## src/core/csr_defines.svh

```systemverilog
// Purpose: Constants for the clock switch and reference output block
// Assumes: 16-bit oscillator control register split in two byte lanes
// Notes:   Field positions follow the control register layouts
`ifndef CSR_DEFINES_SVH
`define CSR_DEFINES_SVH

`define CSR_KEY_HI_1      8'h78
`define CSR_KEY_HI_2      8'h9A
`define CSR_KEY_LO_1      8'h46
`define CSR_KEY_LO_2      8'h57
`define CSR_SWREQ_BIT     0
`define CSR_NOSC_LSB      8
`define CSR_NOSC_MSB      10
`define CSR_NOSC_RST      3'h0
`define CSR_REF_OUT_ENABLE_BIT      15
`define CSR_ROSLP_BIT     13
`define CSR_REF_SOURCE_SELECT_BIT     12
`define CSR_REF_OUT_DIVIDER_MSB     11
`define CSR_REF_OUT_DIVIDER_LSB     8
`define CSR_REFCTL_RST    16'h0000
`define CSR_DIV_W         15
`define CSR_DIV_ONE       15'h0001
`define CSR_DIV_ZERO      15'h0000

`endif

```

## src/core/csr_pkg.sv

```systemverilog
// Purpose: Types for the clock switch and reference output block
// Assumes: Nothing beyond the defines header
// Notes:   Unlock tracker states
package csr_pkg;
  typedef enum logic [1:0] {
    CSR_LK_IDLE = 2'b00,
    CSR_LK_KEY1 = 2'b01,
    CSR_LK_OPEN = 2'b10
  } csr_lock_t;
endpackage

```

## src/core/csr_unlock.sv

```systemverilog
// Purpose: Two-key unlock tracker for one byte of the oscillator control register
// Assumes: One write strobe per instruction; other instructions pulse instr_done
// Notes:   Window lasts exactly one instruction after the second key
`timescale 1ns/100ps
module csr_unlock
  import csr_pkg::*;
#(
  parameter logic [7:0] KEY1 = 8'h00,
  parameter logic [7:0] KEY2 = 8'h00
) (
  // Clock and reset
  input  wire logic       core_clk,
  input  wire logic       rst_n,
  // Byte access
  input  wire logic       wr,
  input  wire logic [7:0] wdata,
  input  wire logic       instr_done,
  // Status
  output logic            open_now
);
  csr_lock_t state;
  csr_lock_t next_state;

  assign open_now = (state == CSR_LK_OPEN);

  always_comb begin
    next_state = state;
    case (state)
      CSR_LK_IDLE: begin
        if (wr && wdata == KEY1) next_state = CSR_LK_KEY1;
      end
      CSR_LK_KEY1: begin
        if (wr && wdata == KEY2) next_state = CSR_LK_OPEN;
        else if (wr && wdata == KEY1) next_state = CSR_LK_KEY1;
        else if (wr || instr_done) next_state = CSR_LK_IDLE;
      end
      CSR_LK_OPEN: begin
        // Any instruction closes the window
        if (wr || instr_done) next_state = CSR_LK_IDLE;
      end
      default: next_state = CSR_LK_IDLE;
    endcase
  end

  always_ff @(posedge core_clk) begin
    if (!rst_n) state <= CSR_LK_IDLE;
    else state <= next_state;
  end
endmodule

```

## src/core/csr_clock_switch.sv

```systemverilog
// Purpose: Oscillator control unlock, clock switch request, reference clock output
// Assumes: Writes are byte strobes, one per instruction; clocks sampled on core_clk
// Notes:   Reference output is built as a divided enable-domain square wave
//          Divider ratio n gives a period of 2 to the n source periods
//          An unlock window closes on any instruction, a write to the other byte too
//
// How it works
// - High byte takes new source only after keys 78h then 9Ah back to back.
// - Low byte unlocks only by keys 46h then 57h back to back.
// - Switch request clears on success; stays set on failure, lock shows cause.
// - Cycle clock pin shows oscillator divided by two in certain modes.
// - Reference output works in every oscillator configuration.
// - Output enable bit 15 routes divided reference onto reference pin.
// - Divider field bits 11:8 picks one of 16 ratios.
// - Source select picks primary crystal or system clock; bit 12.
// - Sleep-run bit keeps reference running during sleep only when source select picks the crystal.
// - Without source select the primary crystal powers down in sleep.
// - Source select clear makes reference follow the system clock.
`timescale 1ns/100ps
`include "csr_defines.svh"
module csr_clock_switch
  import csr_pkg::*;
(
  // Clock and reset
  input  wire logic        core_clk,
  input  wire logic        rst_n,
  // Oscillator control register byte writes
  input  wire logic        osc_hi_wr,
  input  wire logic        osc_lo_wr,
  input  wire logic [7:0]  osc_wdata,
  input  wire logic        instr_done,
  // Reference output control register write
  input  wire logic        refctl_wr,
  input  wire logic [15:0] refctl_wdata,
  // Oscillator status from the clock plant
  input  wire logic        switch_done,
  input  wire logic        pll_lock,
  input  wire logic        primary_mode,
  input  wire logic        cycle_clk_mode,
  input  wire logic        sleep_mode,
  // Clock sources, synchronous samples
  input  wire logic        primary_crystal_in,
  input  wire logic        system_clk_in,
  input  wire logic        fosc_in,
  // Register readback
  output logic [2:0]       new_source_select,
  output logic             switch_request,
  output logic             lock_status,
  output logic [15:0]      reference_output_control,
  // Pins and oscillator control
  output logic             ref_clock_pin,
  output logic             cycle_clock_pin,
  output logic             primary_crystal_out,
  output logic             primary_osc_enable,
  output logic             switch_start
);
  logic hi_open;
  logic lo_open;
  logic hi_other;
  logic lo_other;
  logic hi_take;
  logic swreq_set;

  logic                  ref_en;
  logic                  ref_slp;
  logic                  ref_sel;
  logic [3:0]            ref_div;
  logic                  ref_src;
  logic                  ref_src_d;
  logic                  ref_edge;
  logic                  ref_run;
  logic [`CSR_DIV_W-1:0] div_cnt;
  logic [`CSR_DIV_W-1:0] div_lim;
  logic                  div_q;
  logic                  fosc_q;
  logic                  div_wrap;

  // Any instruction that is not a write to this byte closes its unlock window,
  // so a key pair can never be split by a write to the other byte
  assign hi_other = instr_done || osc_lo_wr || refctl_wr;
  assign lo_other = instr_done || osc_hi_wr || refctl_wr;

  csr_unlock #(
    .KEY1 (`CSR_KEY_HI_1),
    .KEY2 (`CSR_KEY_HI_2)
  ) u_hi_lock (
    .core_clk   (core_clk),
    .rst_n      (rst_n),
    .wr         (osc_hi_wr),
    .wdata      (osc_wdata),
    .instr_done (hi_other),
    .open_now   (hi_open)
  );

  csr_unlock #(
    .KEY1 (`CSR_KEY_LO_1),
    .KEY2 (`CSR_KEY_LO_2)
  ) u_lo_lock (
    .core_clk   (core_clk),
    .rst_n      (rst_n),
    .wr         (osc_lo_wr),
    .wdata      (osc_wdata),
    .instr_done (lo_other),
    .open_now   (lo_open)
  );

  // A high-byte write lands only while its window is open
  assign hi_take = osc_hi_wr && hi_open;

  // New source select accepted only in the open window
  always_ff @(posedge core_clk) begin
    if (!rst_n) begin
      new_source_select <= `CSR_NOSC_RST;
    end else if (hi_take) begin
      new_source_select <= osc_wdata[`CSR_NOSC_MSB-`CSR_NOSC_LSB:0];
    end
  end

  // A low-byte write with the request bit set, inside its open window
  assign swreq_set = osc_lo_wr && lo_open && osc_wdata[`CSR_SWREQ_BIT];

  // Switch request: set through low unlock, cleared by the plant on success
  // A new request wins over a success report in the same cycle
  always_ff @(posedge core_clk) begin
    if (!rst_n) begin
      switch_request <= 1'b0;
    end else if (swreq_set) begin
      switch_request <= 1'b1;
    end else if (switch_done && switch_request) begin
      switch_request <= 1'b0;
    end
  end

  // One-cycle launch pulse to the clock plant
  always_ff @(posedge core_clk) begin
    if (!rst_n) begin
      switch_start <= 1'b0;
    end else begin
      switch_start <= swreq_set;
    end
  end

  // Lock status lets software tell why a switch failed
  always_ff @(posedge core_clk) begin
    if (!rst_n) begin
      lock_status <= 1'b0;
    end else begin
      lock_status <= pll_lock;
    end
  end

  // Reference control fields, one register each
  always_ff @(posedge core_clk) begin
    if (!rst_n) begin
      ref_en <= 1'b0;
    end else if (refctl_wr) begin
      ref_en <= refctl_wdata[`CSR_REF_OUT_ENABLE_BIT];
    end
  end

  always_ff @(posedge core_clk) begin
    if (!rst_n) begin
      ref_slp <= 1'b0;
    end else if (refctl_wr) begin
      ref_slp <= refctl_wdata[`CSR_ROSLP_BIT];
    end
  end

  always_ff @(posedge core_clk) begin
    if (!rst_n) begin
      ref_sel <= 1'b0;
    end else if (refctl_wr) begin
      ref_sel <= refctl_wdata[`CSR_REF_SOURCE_SELECT_BIT];
    end
  end

  always_ff @(posedge core_clk) begin
    if (!rst_n) begin
      ref_div <= 4'h0;
    end else if (refctl_wr) begin
      ref_div <= refctl_wdata[`CSR_REF_OUT_DIVIDER_MSB:`CSR_REF_OUT_DIVIDER_LSB];
    end
  end

  // Readback shows the fields; unimplemented bits read as zero
  always_ff @(posedge core_clk) begin
    if (!rst_n) reference_output_control <= `CSR_REFCTL_RST;
    else begin
      reference_output_control <= `CSR_REFCTL_RST;
      reference_output_control[`CSR_REF_OUT_ENABLE_BIT]                 <= ref_en;
      reference_output_control[`CSR_ROSLP_BIT]                <= ref_slp;
      reference_output_control[`CSR_REF_SOURCE_SELECT_BIT]                <= ref_sel;
      reference_output_control[`CSR_REF_OUT_DIVIDER_MSB:`CSR_REF_OUT_DIVIDER_LSB] <= ref_div;
    end
  end

  // Source choice works whatever the system clock source is
  assign ref_src  = ref_sel ? primary_crystal_in : system_clk_in;
  assign ref_edge = ref_src && !ref_src_d;
  // In sleep the output runs only with sleep-run and crystal source
  assign ref_run  = ref_en && (!sleep_mode || (ref_slp && ref_sel));

  // Ratio 0 passes the source; ratio n toggles every 2 to the n-1 source edges.
  // Shifting by n-1 keeps the largest ratio inside the counter width.
  always_comb begin
    div_lim = `CSR_DIV_ONE;
    if (ref_div != 4'h0) begin
      div_lim = `CSR_DIV_ONE << (ref_div - 4'h1);
    end
  end

  // Previous source sample; resets to the idle low level so no false edge
  always_ff @(posedge core_clk) begin
    if (!rst_n) begin
      ref_src_d <= 1'b0;
    end else begin
      ref_src_d <= ref_src;
    end
  end

  // Wrap when the edge count reaches the limit of 2 to the n-1 edges
  assign div_wrap = ref_edge && (ref_div != 4'h0) && (div_cnt + `CSR_DIV_ONE >= div_lim);

  // Divider counter restarts whenever the output is stopped
  always_ff @(posedge core_clk) begin
    if (!rst_n) begin
      div_cnt <= `CSR_DIV_ZERO;
    end else if (!ref_run) begin
      div_cnt <= `CSR_DIV_ZERO;
    end else if (div_wrap) begin
      div_cnt <= `CSR_DIV_ZERO;
    end else if (ref_edge && ref_div != 4'h0) begin
      div_cnt <= div_cnt + `CSR_DIV_ONE;
    end
  end

  // Divided output toggles once per wrap
  always_ff @(posedge core_clk) begin
    if (!rst_n) begin
      div_q <= 1'b0;
    end else if (!ref_run) begin
      div_q <= 1'b0;
    end else if (div_wrap) begin
      div_q <= !div_q;
    end
  end

  // Pin parks low whenever stopped, so a restart begins from a known level
  always_ff @(posedge core_clk) begin
    if (!rst_n) begin
      ref_clock_pin <= 1'b0;
    end else if (!ref_run) begin
      ref_clock_pin <= 1'b0;
    end else if (ref_div == 4'h0) begin
      ref_clock_pin <= ref_src;
    end else begin
      ref_clock_pin <= div_q;
    end
  end

  // Previous oscillator sample for edge detection
  always_ff @(posedge core_clk) begin
    if (!rst_n) begin
      fosc_q <= 1'b0;
    end else begin
      fosc_q <= fosc_in;
    end
  end

  // Cycle clock pin: Fosc halved on each rising oscillator sample,
  // parked low while the cycle clock mode is off
  always_ff @(posedge core_clk) begin
    if (!rst_n) begin
      cycle_clock_pin <= 1'b0;
    end else if (!cycle_clk_mode) begin
      cycle_clock_pin <= 1'b0;
    end else if (fosc_in && !fosc_q) begin
      cycle_clock_pin <= !cycle_clock_pin;
    end
  end

  // Primary crystal powers down in sleep unless it feeds the reference
  always_ff @(posedge core_clk) begin
    if (!rst_n) begin
      primary_osc_enable <= 1'b0;
    end else begin
      primary_osc_enable <= primary_mode && (!sleep_mode || ref_sel);
    end
  end

  // Crystal drive is the inverted input while the oscillator is enabled
  always_ff @(posedge core_clk) begin
    if (!rst_n) begin
      primary_crystal_out <= 1'b0;
    end else begin
      primary_crystal_out <= primary_osc_enable && primary_mode && !primary_crystal_in;
    end
  end
endmodule

```

## config.mk

```make
export PLATFORM = sky130hd
export DESIGN_NAME = csr_clock_switch
export DESIGN_NICKNAME = d
export VERILOG_FILES = /design/src/core/csr_pkg.sv /design/src/core/csr_unlock.sv /design/src/core/csr_clock_switch.sv
export VERILOG_INCLUDE_DIRS = /design/src /design/src/core
export SDC_FILE = /design/constraint.sdc
export NUM_CORES = 1
export LEC_CHECK = 0
export BUFFER_PORTS_ARGS = -buffer_cell sky130_fd_sc_hd__buf_2
export CAP_MARGIN = 20
export CORE_MARGIN = 2
export CORE_UTILIZATION = 51
export CTS_CLUSTER_DIAMETER = 60
export DETAILED_ROUTE_END_ITERATION = 16
export PLACE_DENSITY = 0.77
export SYNTH_ARGS = -nofsm -noshare
export SYNTH_HDL_FRONTEND = slang
export SYNTH_SLANG_ARGS = --single-unit
```

## constraint.sdc

```tcl
create_clock -name core_clk -period 3.25 [get_ports core_clk]
set_input_delay 0.65 -clock core_clk [delete_from_list [all_inputs] [get_ports core_clk]]
set_output_delay 0.65 -clock core_clk [all_outputs]
set_load 0.005 [all_outputs]
```

==> results by stage, run 1 <==
Run status:
- The flow ran to the end, and the final reports show no timing, DRC or antenna violations.

Placed design:
- The total half-perimeter wirelength after legalization and detailed placement is about 3800 microns.
- The pre-CTS setup slack is about 0.077 ns.
- Once placement completed, the tool counted placed cells totaling around 390.
- In this run the tool buffered the top-level ports with between 40 and 50 buffer cells.
- The area of placed instances is between 2000 and 3000 sq um.
- The placer congestion estimate is between 0.8 and 0.9.

Global route:
- The number of global-route vias before repair is ~2000.
- Summed over all layers, the global routing overflow is 0.
- The initial antenna violation count is 0.
- The met2 usage in global routing is 34.40%.
- The most crowded layer after global routing is met2.
- The wire length of the first global-routing pass is 8597 microns.
- For met1 alone, demand over resource in global routing was between 20% and 30%.
- Global routing used 19.59% of the available tracks across all layers.
- The global routing usage on met3 is under 10%.
- Entering global routing, the biggest net connects 29 pins.

Yosys:
- A synthesized cell averages around 8.9 sq um.
- Synthesis produced a netlist whose cell count is between 200 and 300.
- The count of flip-flops with a built-in enable after synthesis is 0.
- The netlist uses 54 different library cells.
- In this run, synthesis produced a sequential element count of 46.
- The post-synth design cell area is between 2000 and 3000 sq um.
- For this run, asynchronously set or reset flops after synthesis account for 0%.
- Summing the sequential cell areas from Yosys gives roughly 35% of the chip area.
- The number of warnings reported in the yosys synthesis log is 0.
- Among all flip-flop cells after synthesis, the most frequent one is sky130_fd_sc_hd__dfxtp_1.

Worst setup path:
- The worst setup path is of the flop to flop kind.
- The startpoint kind of the worst setup timing path is a flop.
- STA puts the critical path data arrival time at about 3.3 ns.
- The critical path goes through ha_2 -> nand3_2 -> buf_4 -> or2_2 -> xnor2_1 -> ha_1 -> nand4_1 -> o31ai_2 -> a21boi_0 -> or3_1 -> a21oi_1.
- In this run the register-to-register setup slack is 0.21 ns.
- The worst register-to-register path has a depth of 11.
- Along the worst path, the maximum fanout reaches 5.
- The cell family contributing the most delay on the critical path is simple AND/OR/NAND/NOR gates.
- Counting both buffers and inverters, the worst setup path holds a total of 1.
- The type of destination of the critical path is a flop.
- The required arrival time at the worst endpoint is ~3.5 ns.
- For this run, the slowest stage of the critical path takes 0.46 ns.
- The endpoint identified for the worst register-to-register timing path is div_q.
- The worst register-to-register path begins at div_cnt[0].
- Among all stages on the critical path, the largest delay is contributed by sky130_fd_sc_hd__o31ai_2.

Routing:
- Before antenna repair, the detailed router went through 5 iterations.
- For this run, design rule violations remaining after detail routing come to 0.
- The final wirelength is 5047 microns.
- Dividing the detail-routed wire length by the instance count gives 12.59 microns.
- After detailed routing, the number of vias per cell comes to around 5.3.
- The total number of vias is roughly 2100.
- The number of DRC markers in iteration 0 is slightly above 70.
- The remaining antenna violation count after routing is 0.

STA:
- The final worst clock skew is roughly 0.0092 ns.
- The number of max-slew violations in the final report is 0.
- The smallest setup slack after layout is 0.2145 ns.
- The share of the clock period used by the worst path after layout is 93.40%.
- For this run, the top clock speed supported by timing is between 300 and 400 MHz.
- The worst-case headroom to the max-slew limit is 56.47%.
- The sum of negative setup slack is 0 ns.
- The number of hold violations in the final report is 0.
- Setup violations remaining at the end of the flow were counted as 0.
- At the pin with the least slew margin, the transition time is ~0.65 ns.
- Counting I/O delays and the setup requirement, the final critical path takes 3.036 ns.
- The worst hold margin is 0.4689 ns.

Layout:
- After filler insertion, the fill cell instance count of the layout stands at about 440.
- The post-route netlist has approximately a quarter of its cells at a drive strength greater than 1.
- The share of the core filled with cells is 61.66%.
- The net count reported at finish is just under 400.
- The final instance area is 2970 sq um.
- The number of standard cells in the layout, taps in and fillers out is ~400.
- The number of antenna diodes in the final layout is 0.
- The area growth from synthesis to layout is 14.13%.

Floorplanning:
- The core footprint is between 4000 and 5000 sq um.
- The die area is 5690 sq um.
- From left edge to right edge, the die measures 75.44 microns.
- 64 I/O pins were placed.
- In this run the vertical extent of the chip is 75.44 microns.
- The initial core utilization is between 50% and 60%.
- The floorplan has 25 rows.

Clock network:
- After clock tree synthesis, the repair step resized 0 gates.
- Counting along the longest clock path gives a buffer depth of 2.
- TritonCTS built the clock tree.
- CTS placed an instance of sky130_fd_sc_hd__clkbuf_8 at the clock tree root.
- The buffer count from post-CTS setup fixing is 0.
- In this run, post-CTS hold repair placed 0 buffers.
- The H-tree depth is 2.
- Buffers inserted during clock tree synthesis total 5.
- The tree built by TritonCTS fans out to 46 sinks.
- The latest clock arrival within the worst-skew pair is about 0.30 ns.
- The clock-pin slew of the registers on the worst-case setup and hold paths is roughly 0.090 ns.

Run:
- The max-capacitance violation count is 0.

Worst hold path:
- The hold path startpoint is u_lo_lock.state[1].
- The min-delay analysis places its worst path in the category flop to flop.
- The number of instances on the worst hold path is 1.
- The worst hold endpoint is u_lo_lock.state[0].

Pwr:
- The design draws roughly 1.1 mW.
- The power density over the cells is roughly 380 nW/um^2.
- The static power due to leakage is around 1.3 nW.
- The peak supply drop is about 220 uV.
==> synth_stat cells, drive strengths merged, types with 4 or more instances <==
cell type | n | share of area [%]
nand4 | 4 | 0.96
nand3 | 17 | 4.3
nor3b | 4 | 1.2
a21oi | 11 | 2.3
xnor2 | 11 | 3.7
buf | 14 | 3.9
nand2b | 4 | 0.96
a22o | 5 | 1.7
and2 | 9 | 2.2
dfxtp | 46 | 35
mux2i | 11 | 4.2
nand2 | 23 | 3.3
inv | 6 | 0.87
o21ai | 4 | 0.77
ha | 16 | 7.7
xor2 | 9 | 3.0
clkbuf | 6 | 0.87
nor3 | 6 | 1.6
nor2b | 18 | 4.3
a21o | 7 | 2.0
a211oi | 4 | 1.5
nor2 | 29 | 4.9
or3 | 4 | 1.0
==> layout make-up <==
type	count	area (sq um)	area share, %
clock inverters	3	43.79	1.474
repair buffers	47	240.2	8.088
multi-input cells	227	1588	53.45
well taps	67	83.83	2.822
inverters	6	22.52	0.7582
flip-flops and latches	46	923.4	31.09
clock buffers	5	68.82	2.317
==> worst max path at each step <==
stage                    start     endpoint  slack [ns]  cells past startpoint
floorplan           div_cnt[0]   div_cnt[0]        0.30                     11
global placement    div_cnt[0]  div_cnt[14]        0.13                     11
detailed placement  div_cnt[0]  div_cnt[14]        0.08                     11
CTS                 div_cnt[0]  div_cnt[14]        0.04                     11
global route        div_cnt[0]  div_cnt[14]      -0.002                     11
finish              div_cnt[0]        div_q        0.21                     11
==> cells by family (layout without fill, tap and decap cells) <==
group | count (synthesis) | after routing | share of synthesized area (%)
simple gates | 129 | 129 | 28.27
buf+inv | 26 | 61 | 5.625
fa+ha+maj | 16 | 16 | 7.692
other cells | 1 | 9 | 0.1441
flops | 46 | 46 | 35.38
xor+xnor | 20 | 20 | 6.731
mux | 11 | 11 | 4.231
compound gates | 42 | 42 | 11.92
==> layout by cell type, fill, tap and decap left out, drive strengths merged, types with 11 or more instances in the layout <==
master and n:
buf 47, dfxtp 46, nor2 29, nand2 23, nor2b 18, nand3 17
ha 16, xnor2 11, mux2i 11, a21oi 11
==> power by group <==
part	switching, mW	leakage (nW)	internal [mW]	total, mW
clock network	0.196	0.0585	0.230	0.426
registers	0.0125	0.375	0.575	0.588
logic	0.0575	0.871	0.0482	0.106
==> sequential cells by signal, indices dropped and copies added, names as in the netlist, 2 cells and up <==
signal,cells
u_hi_lock.state,2
u_lo_lock.state,2
ref_div,4
reference_output_control,7
div_cnt,15
new_source_select,3
==> worst register-to-register path, delay by kind of cell, from the launching register on <==
family / cells / cell delay, ns
buffers and inverters: 1 / 0.18
adder cells (fa/ha/maj): 2 / 0.52
XOR/XNOR: 1 / 0.15
AO/OA/AOI/OAI: 3 / 0.81
flip-flops: 1 / 0.38
AND/OR/NAND/NOR: 4 / 0.93
==> metal layers <==
| layer | wire length (microns) | share of wire [%] | vias up |
|---|---|---|---|
| met5 | 0 | 0 | - |
| met4 | 48 | 0.95 | 0 |
| met1 | 2297 | 46 | 993 |
| li1 | - | - | 1073 |
| met2 | 2500 | 50 | 42 |
| met3 | 201 | 4.0 | 5 |
No activity file was read; power rests on OpenSTA's default activity.
==> run 2: changes to the inputs <==
--- a/config.mk
+++ b/config.mk
@@ -6,6 +6,7 @@
 export SDC_FILE = /design/constraint.sdc
 export NUM_CORES = 1
 export LEC_CHECK = 0
+export ABC_AREA = 1
 export BUFFER_PORTS_ARGS = -buffer_cell sky130_fd_sc_hd__buf_2
 export CAP_MARGIN = 20
 export CORE_MARGIN = 2
==> results by stage, run 2 <==
Worst setup path:
- The data arrival time of the critical path was 2.93 ns (-0.34 ns).
- STA classifies the critical path endpoint as a flop.
- The required arrival time at the worst endpoint was 3.45 ns (-0.03 ns).
- The category of the most critical setup path is flop to flop.
- The maximum fanout encountered on the critical timing path is 15 (+10).
- The startpoint kind of the worst setup timing path is a flop.

Floorplanning:
- The die area came to 5797 sq um (+1.9%).
- The initial core utilization is 52.29% (-1.7 points).
- The core footprint is 5075 sq um (+5.4%).
- The horizontal die dimension is 76.14 microns (+0.93%).
- The die height is 76.14 microns (+0.93%).
- The number of placed I/O pins was 64 (unchanged).
- The placement row count is 26 (+4.0%).

Routing:
- The final wirelength is 5375 microns (+6.5%).
- The number of design rule violations left after detail routing is 0 (unchanged).
- The number of DRC markers in iteration 0 is 143 (+99%).
- The total number of vias came to 2490 (+18%).
- The average wire per standard cell came to 10.38 microns (-18%).
- The routed via count divided by cell count was 4.807 (-8.8%).
- The number of iterations in the first detailed-routing pass is 4 (-1).
- The remaining antenna violation count after routing is 0 (unchanged).

Yosys:
- By area the synthesized netlist is led by sky130_fd_sc_hd__dfxtp_1, sky130_fd_sc_hd__nand2_1, sky130_fd_sc_hd__nor2_1.
- The number of distinct library cells after synthesis is 31 (-43%).
- The register bit count reported by yosys is 46 (unchanged).
- The post-synth design cell area is 2654 sq um (+2.0%).
- The synthesized area per cell is 6.618 sq um (-26%).
- The most used flip-flop cell after synthesis is sky130_fd_sc_hd__dfxtp_1.
- By count the netlist is led by sky130_fd_sc_hd__nand2_1, sky130_fd_sc_hd__nor2_1, sky130_fd_sc_hd__inv_1, sky130_fd_sc_hd__dfxtp_1.
- The most area-hungry cell type in the Yosys netlist is sky130_fd_sc_hd__dfxtp_1.
- The number of warnings reported in the yosys synthesis log was 0 (unchanged).
- In the post-synthesis netlist, the cell with the most instances is sky130_fd_sc_hd__nand2_1.
- The post-synthesis async set-or-reset flop share came to 0% (unchanged).
- The count of flip-flops with a built-in enable after synthesis is 0 (unchanged).
- The proportion of synthesized chip area in sequential cells is 34.70% (-0.68 points).
- The fraction of post-synthesis cell area in the top cell type by area came to 34.70% (-0.68 points).
- The number of standard cells after synthesis is 401 (+38%).

Layout:
- Counting flops per register, the top entry is div_cnt.
- The number of standard cells in the layout, taps in and fillers out came to 518 (+29%).
- The most frequent standard cell in the layout excluding fill and tap cells is sky130_fd_sc_hd__nand2_1.
- The net count reported at finish is 501 (+29%).
- Relative to the synthesized area, the layout overhead comes to 12.35%.
- The share of the core filled with cells came to 58.75% (-2.9 points).
- The sequential cell area is 920.9 sq um (-0.27%).
- The final-layout fill cell count came to 483 (+9.5%).
- The final instance area is 2982 sq um (+0.38%).
- In the layout the commonest cells are sky130_fd_sc_hd__nand2_1, sky130_fd_sc_hd__nor2_1, sky130_fd_sc_hd__inv_1.
- In the final layout, the registers with the most flip-flops are div_cnt (15), reference_output_control (7), ref_div (4).
- The multi-input logic area is 1399 sq um (-12%).
- The number of flip-flops in the largest register is 15 (unchanged).
- The final antenna diode count was 0 (unchanged).
- The share of final-layout standard cells stronger than drive strength 1 is 14.06% (-9.6 points).

Clock network:
- The H-tree depth is 2 (unchanged).
- The buffer count from post-CTS setup fixing came to 0 (unchanged).
- The latest clock arrival within the worst-skew pair was 0.31 ns (about the same).
- The cell at the root of the clock tree is sky130_fd_sc_hd__clkbuf_8.
- The clock-pin slew of the registers on the worst-case setup and hold paths is 0.09 ns (about the same).
- The clock buffer count from CTS was 5 (unchanged).
- The hold buffer count at CTS is 0 (unchanged).
- The buffer levels on the longest clock path is 2 (unchanged).
- The number of gates given a new drive strength after cts came to 0 (unchanged).
- TritonCTS built the clock tree.
- The total number of clock tree sinks was 46 (unchanged).

Placed design:
- The number of buffers inserted by port buffering was 45 (unchanged).
- The area of placed instances was 2892 sq um (+2.1%).
- The placed instance count is 510 (+30%).
- The placer congestion estimate is 0.8442 (+3.3%).
- The total half-perimeter wirelength after legalization and detailed placement is 4159 microns (+9.0%).

STA:
- The share of the clock period used by the worst path after layout is 84.02% (-9.4 points).
- The sum of negative setup slack is 0 ns (unchanged).
- The number of max-slew violations in the final report is 0 (unchanged).
- The worst-case headroom to the max-slew limit is 63.38% (+6.9 points).
- Setup repair after global routing left no endpoint under its margin.
- The actual slew at the worst max-slew pin is 0.5476 ns (-0.1004 ns).
- The number of hold violations in the final report is 0 (unchanged).
- The maximum clock frequency came to 366.2 MHz (+11%).
- The post-layout minimum cycle time was 2.731 ns (-0.3047 ns).
- The number of failing setup endpoints in the final timing report came to 0 (unchanged).
- The final worst clock skew is 0.01008 ns (+0.0009278 ns).

Pwr:
- The total design power is 1.075 mW (-4.0%).
- The static power due to leakage is 1.458 nW (+12%).
- The power density over the cells is 360.6 nW/um^2 (-4.4%).
- The peak supply drop is 173.4 uV (-20%).

Global route:
- The overall global routing resource usage is 19.92% (+0.33 points).
- The initial antenna violation count is 0 (unchanged).
- The largest net degree at the start of global routing came to 24 (-17%).
- The wire length of the first global-routing pass is 9528 microns (+11%).
- The total global routing overflow was 0 (unchanged).
- The number of global-route vias before repair is 2245 (+12%).

Worst hold path:
- The worst hold path belongs to the class flop to flop.

Run:
- The max-capacitance violation count is 0 (unchanged).

Run status:
- The flow ran to the end, and the final reports show no timing, DRC or antenna violations.
[run 2: final timing paths]
path                      startpoint  cells past startpoint  slack, ns                  end
setup / recovery          div_cnt[0]                     18       0.52           div_cnt[8]
hold reg to reg   primary_osc_enable                      2       0.44  primary_crystal_out
setup reg to reg          div_cnt[0]                     18       0.52           div_cnt[8]
hold / removal    primary_osc_enable                      2       0.44  primary_crystal_out
[run 2: routing by layer]
metal  track usage (%)  routed length [microns]  share of wire (%)
met1             24.08                     2491                 46
met5                 0                        0                  0
met2             34.64                     2514                 47
met3             4.265                      264                4.9
met4             7.818                      104                1.9
[run 2: logic make-up after synthesis]
kind of cell	Yosys count	synth area share (%)
adder cells (fa/ha/maj)	16	7.544
XOR/XNOR	7	2.310
flip-flops	46	34.70
AND/OR/NAND/NOR	206	32.91
AO/OA/AOI/OAI	44	8.675
buffers and inverters	81	13.72
other	1	0.1413
[run 2: where the power goes]
group	total [mW]	leakage (nW)	internal (mW)	switching [mW]
clock network	0.357	0.0441	0.151	0.206
registers	0.588	0.375	0.578	0.0102
logic	0.130	1.04	0.0478	0.0824
[run 2: layout make-up]
| class | count | share of cell area [%] |
|---|---|---|
| Inverter | 65 | 8.183 |
| Clock buffer | 5 | 2.308 |
| Multi-Input combinational cell | 282 | 46.92 |
| Sequential cell | 46 | 30.89 |
| Clock inverter | 3 | 0.7134 |
| Timing Repair Buffer | 47 | 8.057 |
| Tap cell | 70 | 2.937 |
[run 2: through the flow]
stage / setup WS (ns) / hold WS, ns
after floorplan: 0.9127 / 0.4169
after global placement: 0.6164 / 0.4261
after detailed placement: 0.5527 / 0.4285
after CTS: 0.5319 / 0.4422
after global routing: 0.1941 / 0.4637
final: 0.5192 / 0.4390
[run 2: critical path, stage by stage, from the launching register on]
cell	delay [ns]
sky130_fd_sc_hd__dfxtp_1	0.42
sky130_fd_sc_hd__ha_1	0.20
sky130_fd_sc_hd__nand2_1	0.07
sky130_fd_sc_hd__inv_1	0.08
sky130_fd_sc_hd__nand2_1	0.07
sky130_fd_sc_hd__nor2_1	0.22
sky130_fd_sc_hd__nand3_1	0.12
sky130_fd_sc_hd__and2_1	0.19
sky130_fd_sc_hd__ha_1	0.29
sky130_fd_sc_hd__nand2_1	0.06
sky130_fd_sc_hd__nor2_1	0.13
sky130_fd_sc_hd__nand2_1	0.09
sky130_fd_sc_hd__nor2_1	0.10
sky130_fd_sc_hd__nor2_1	0.04
sky130_fd_sc_hd__nand3_1	0.11
sky130_fd_sc_hd__nand2_1	0.06
sky130_fd_sc_hd__nand2_1	0.07
sky130_fd_sc_hd__buf_4	0.21
sky130_fd_sc_hd__nor2_1	0.07
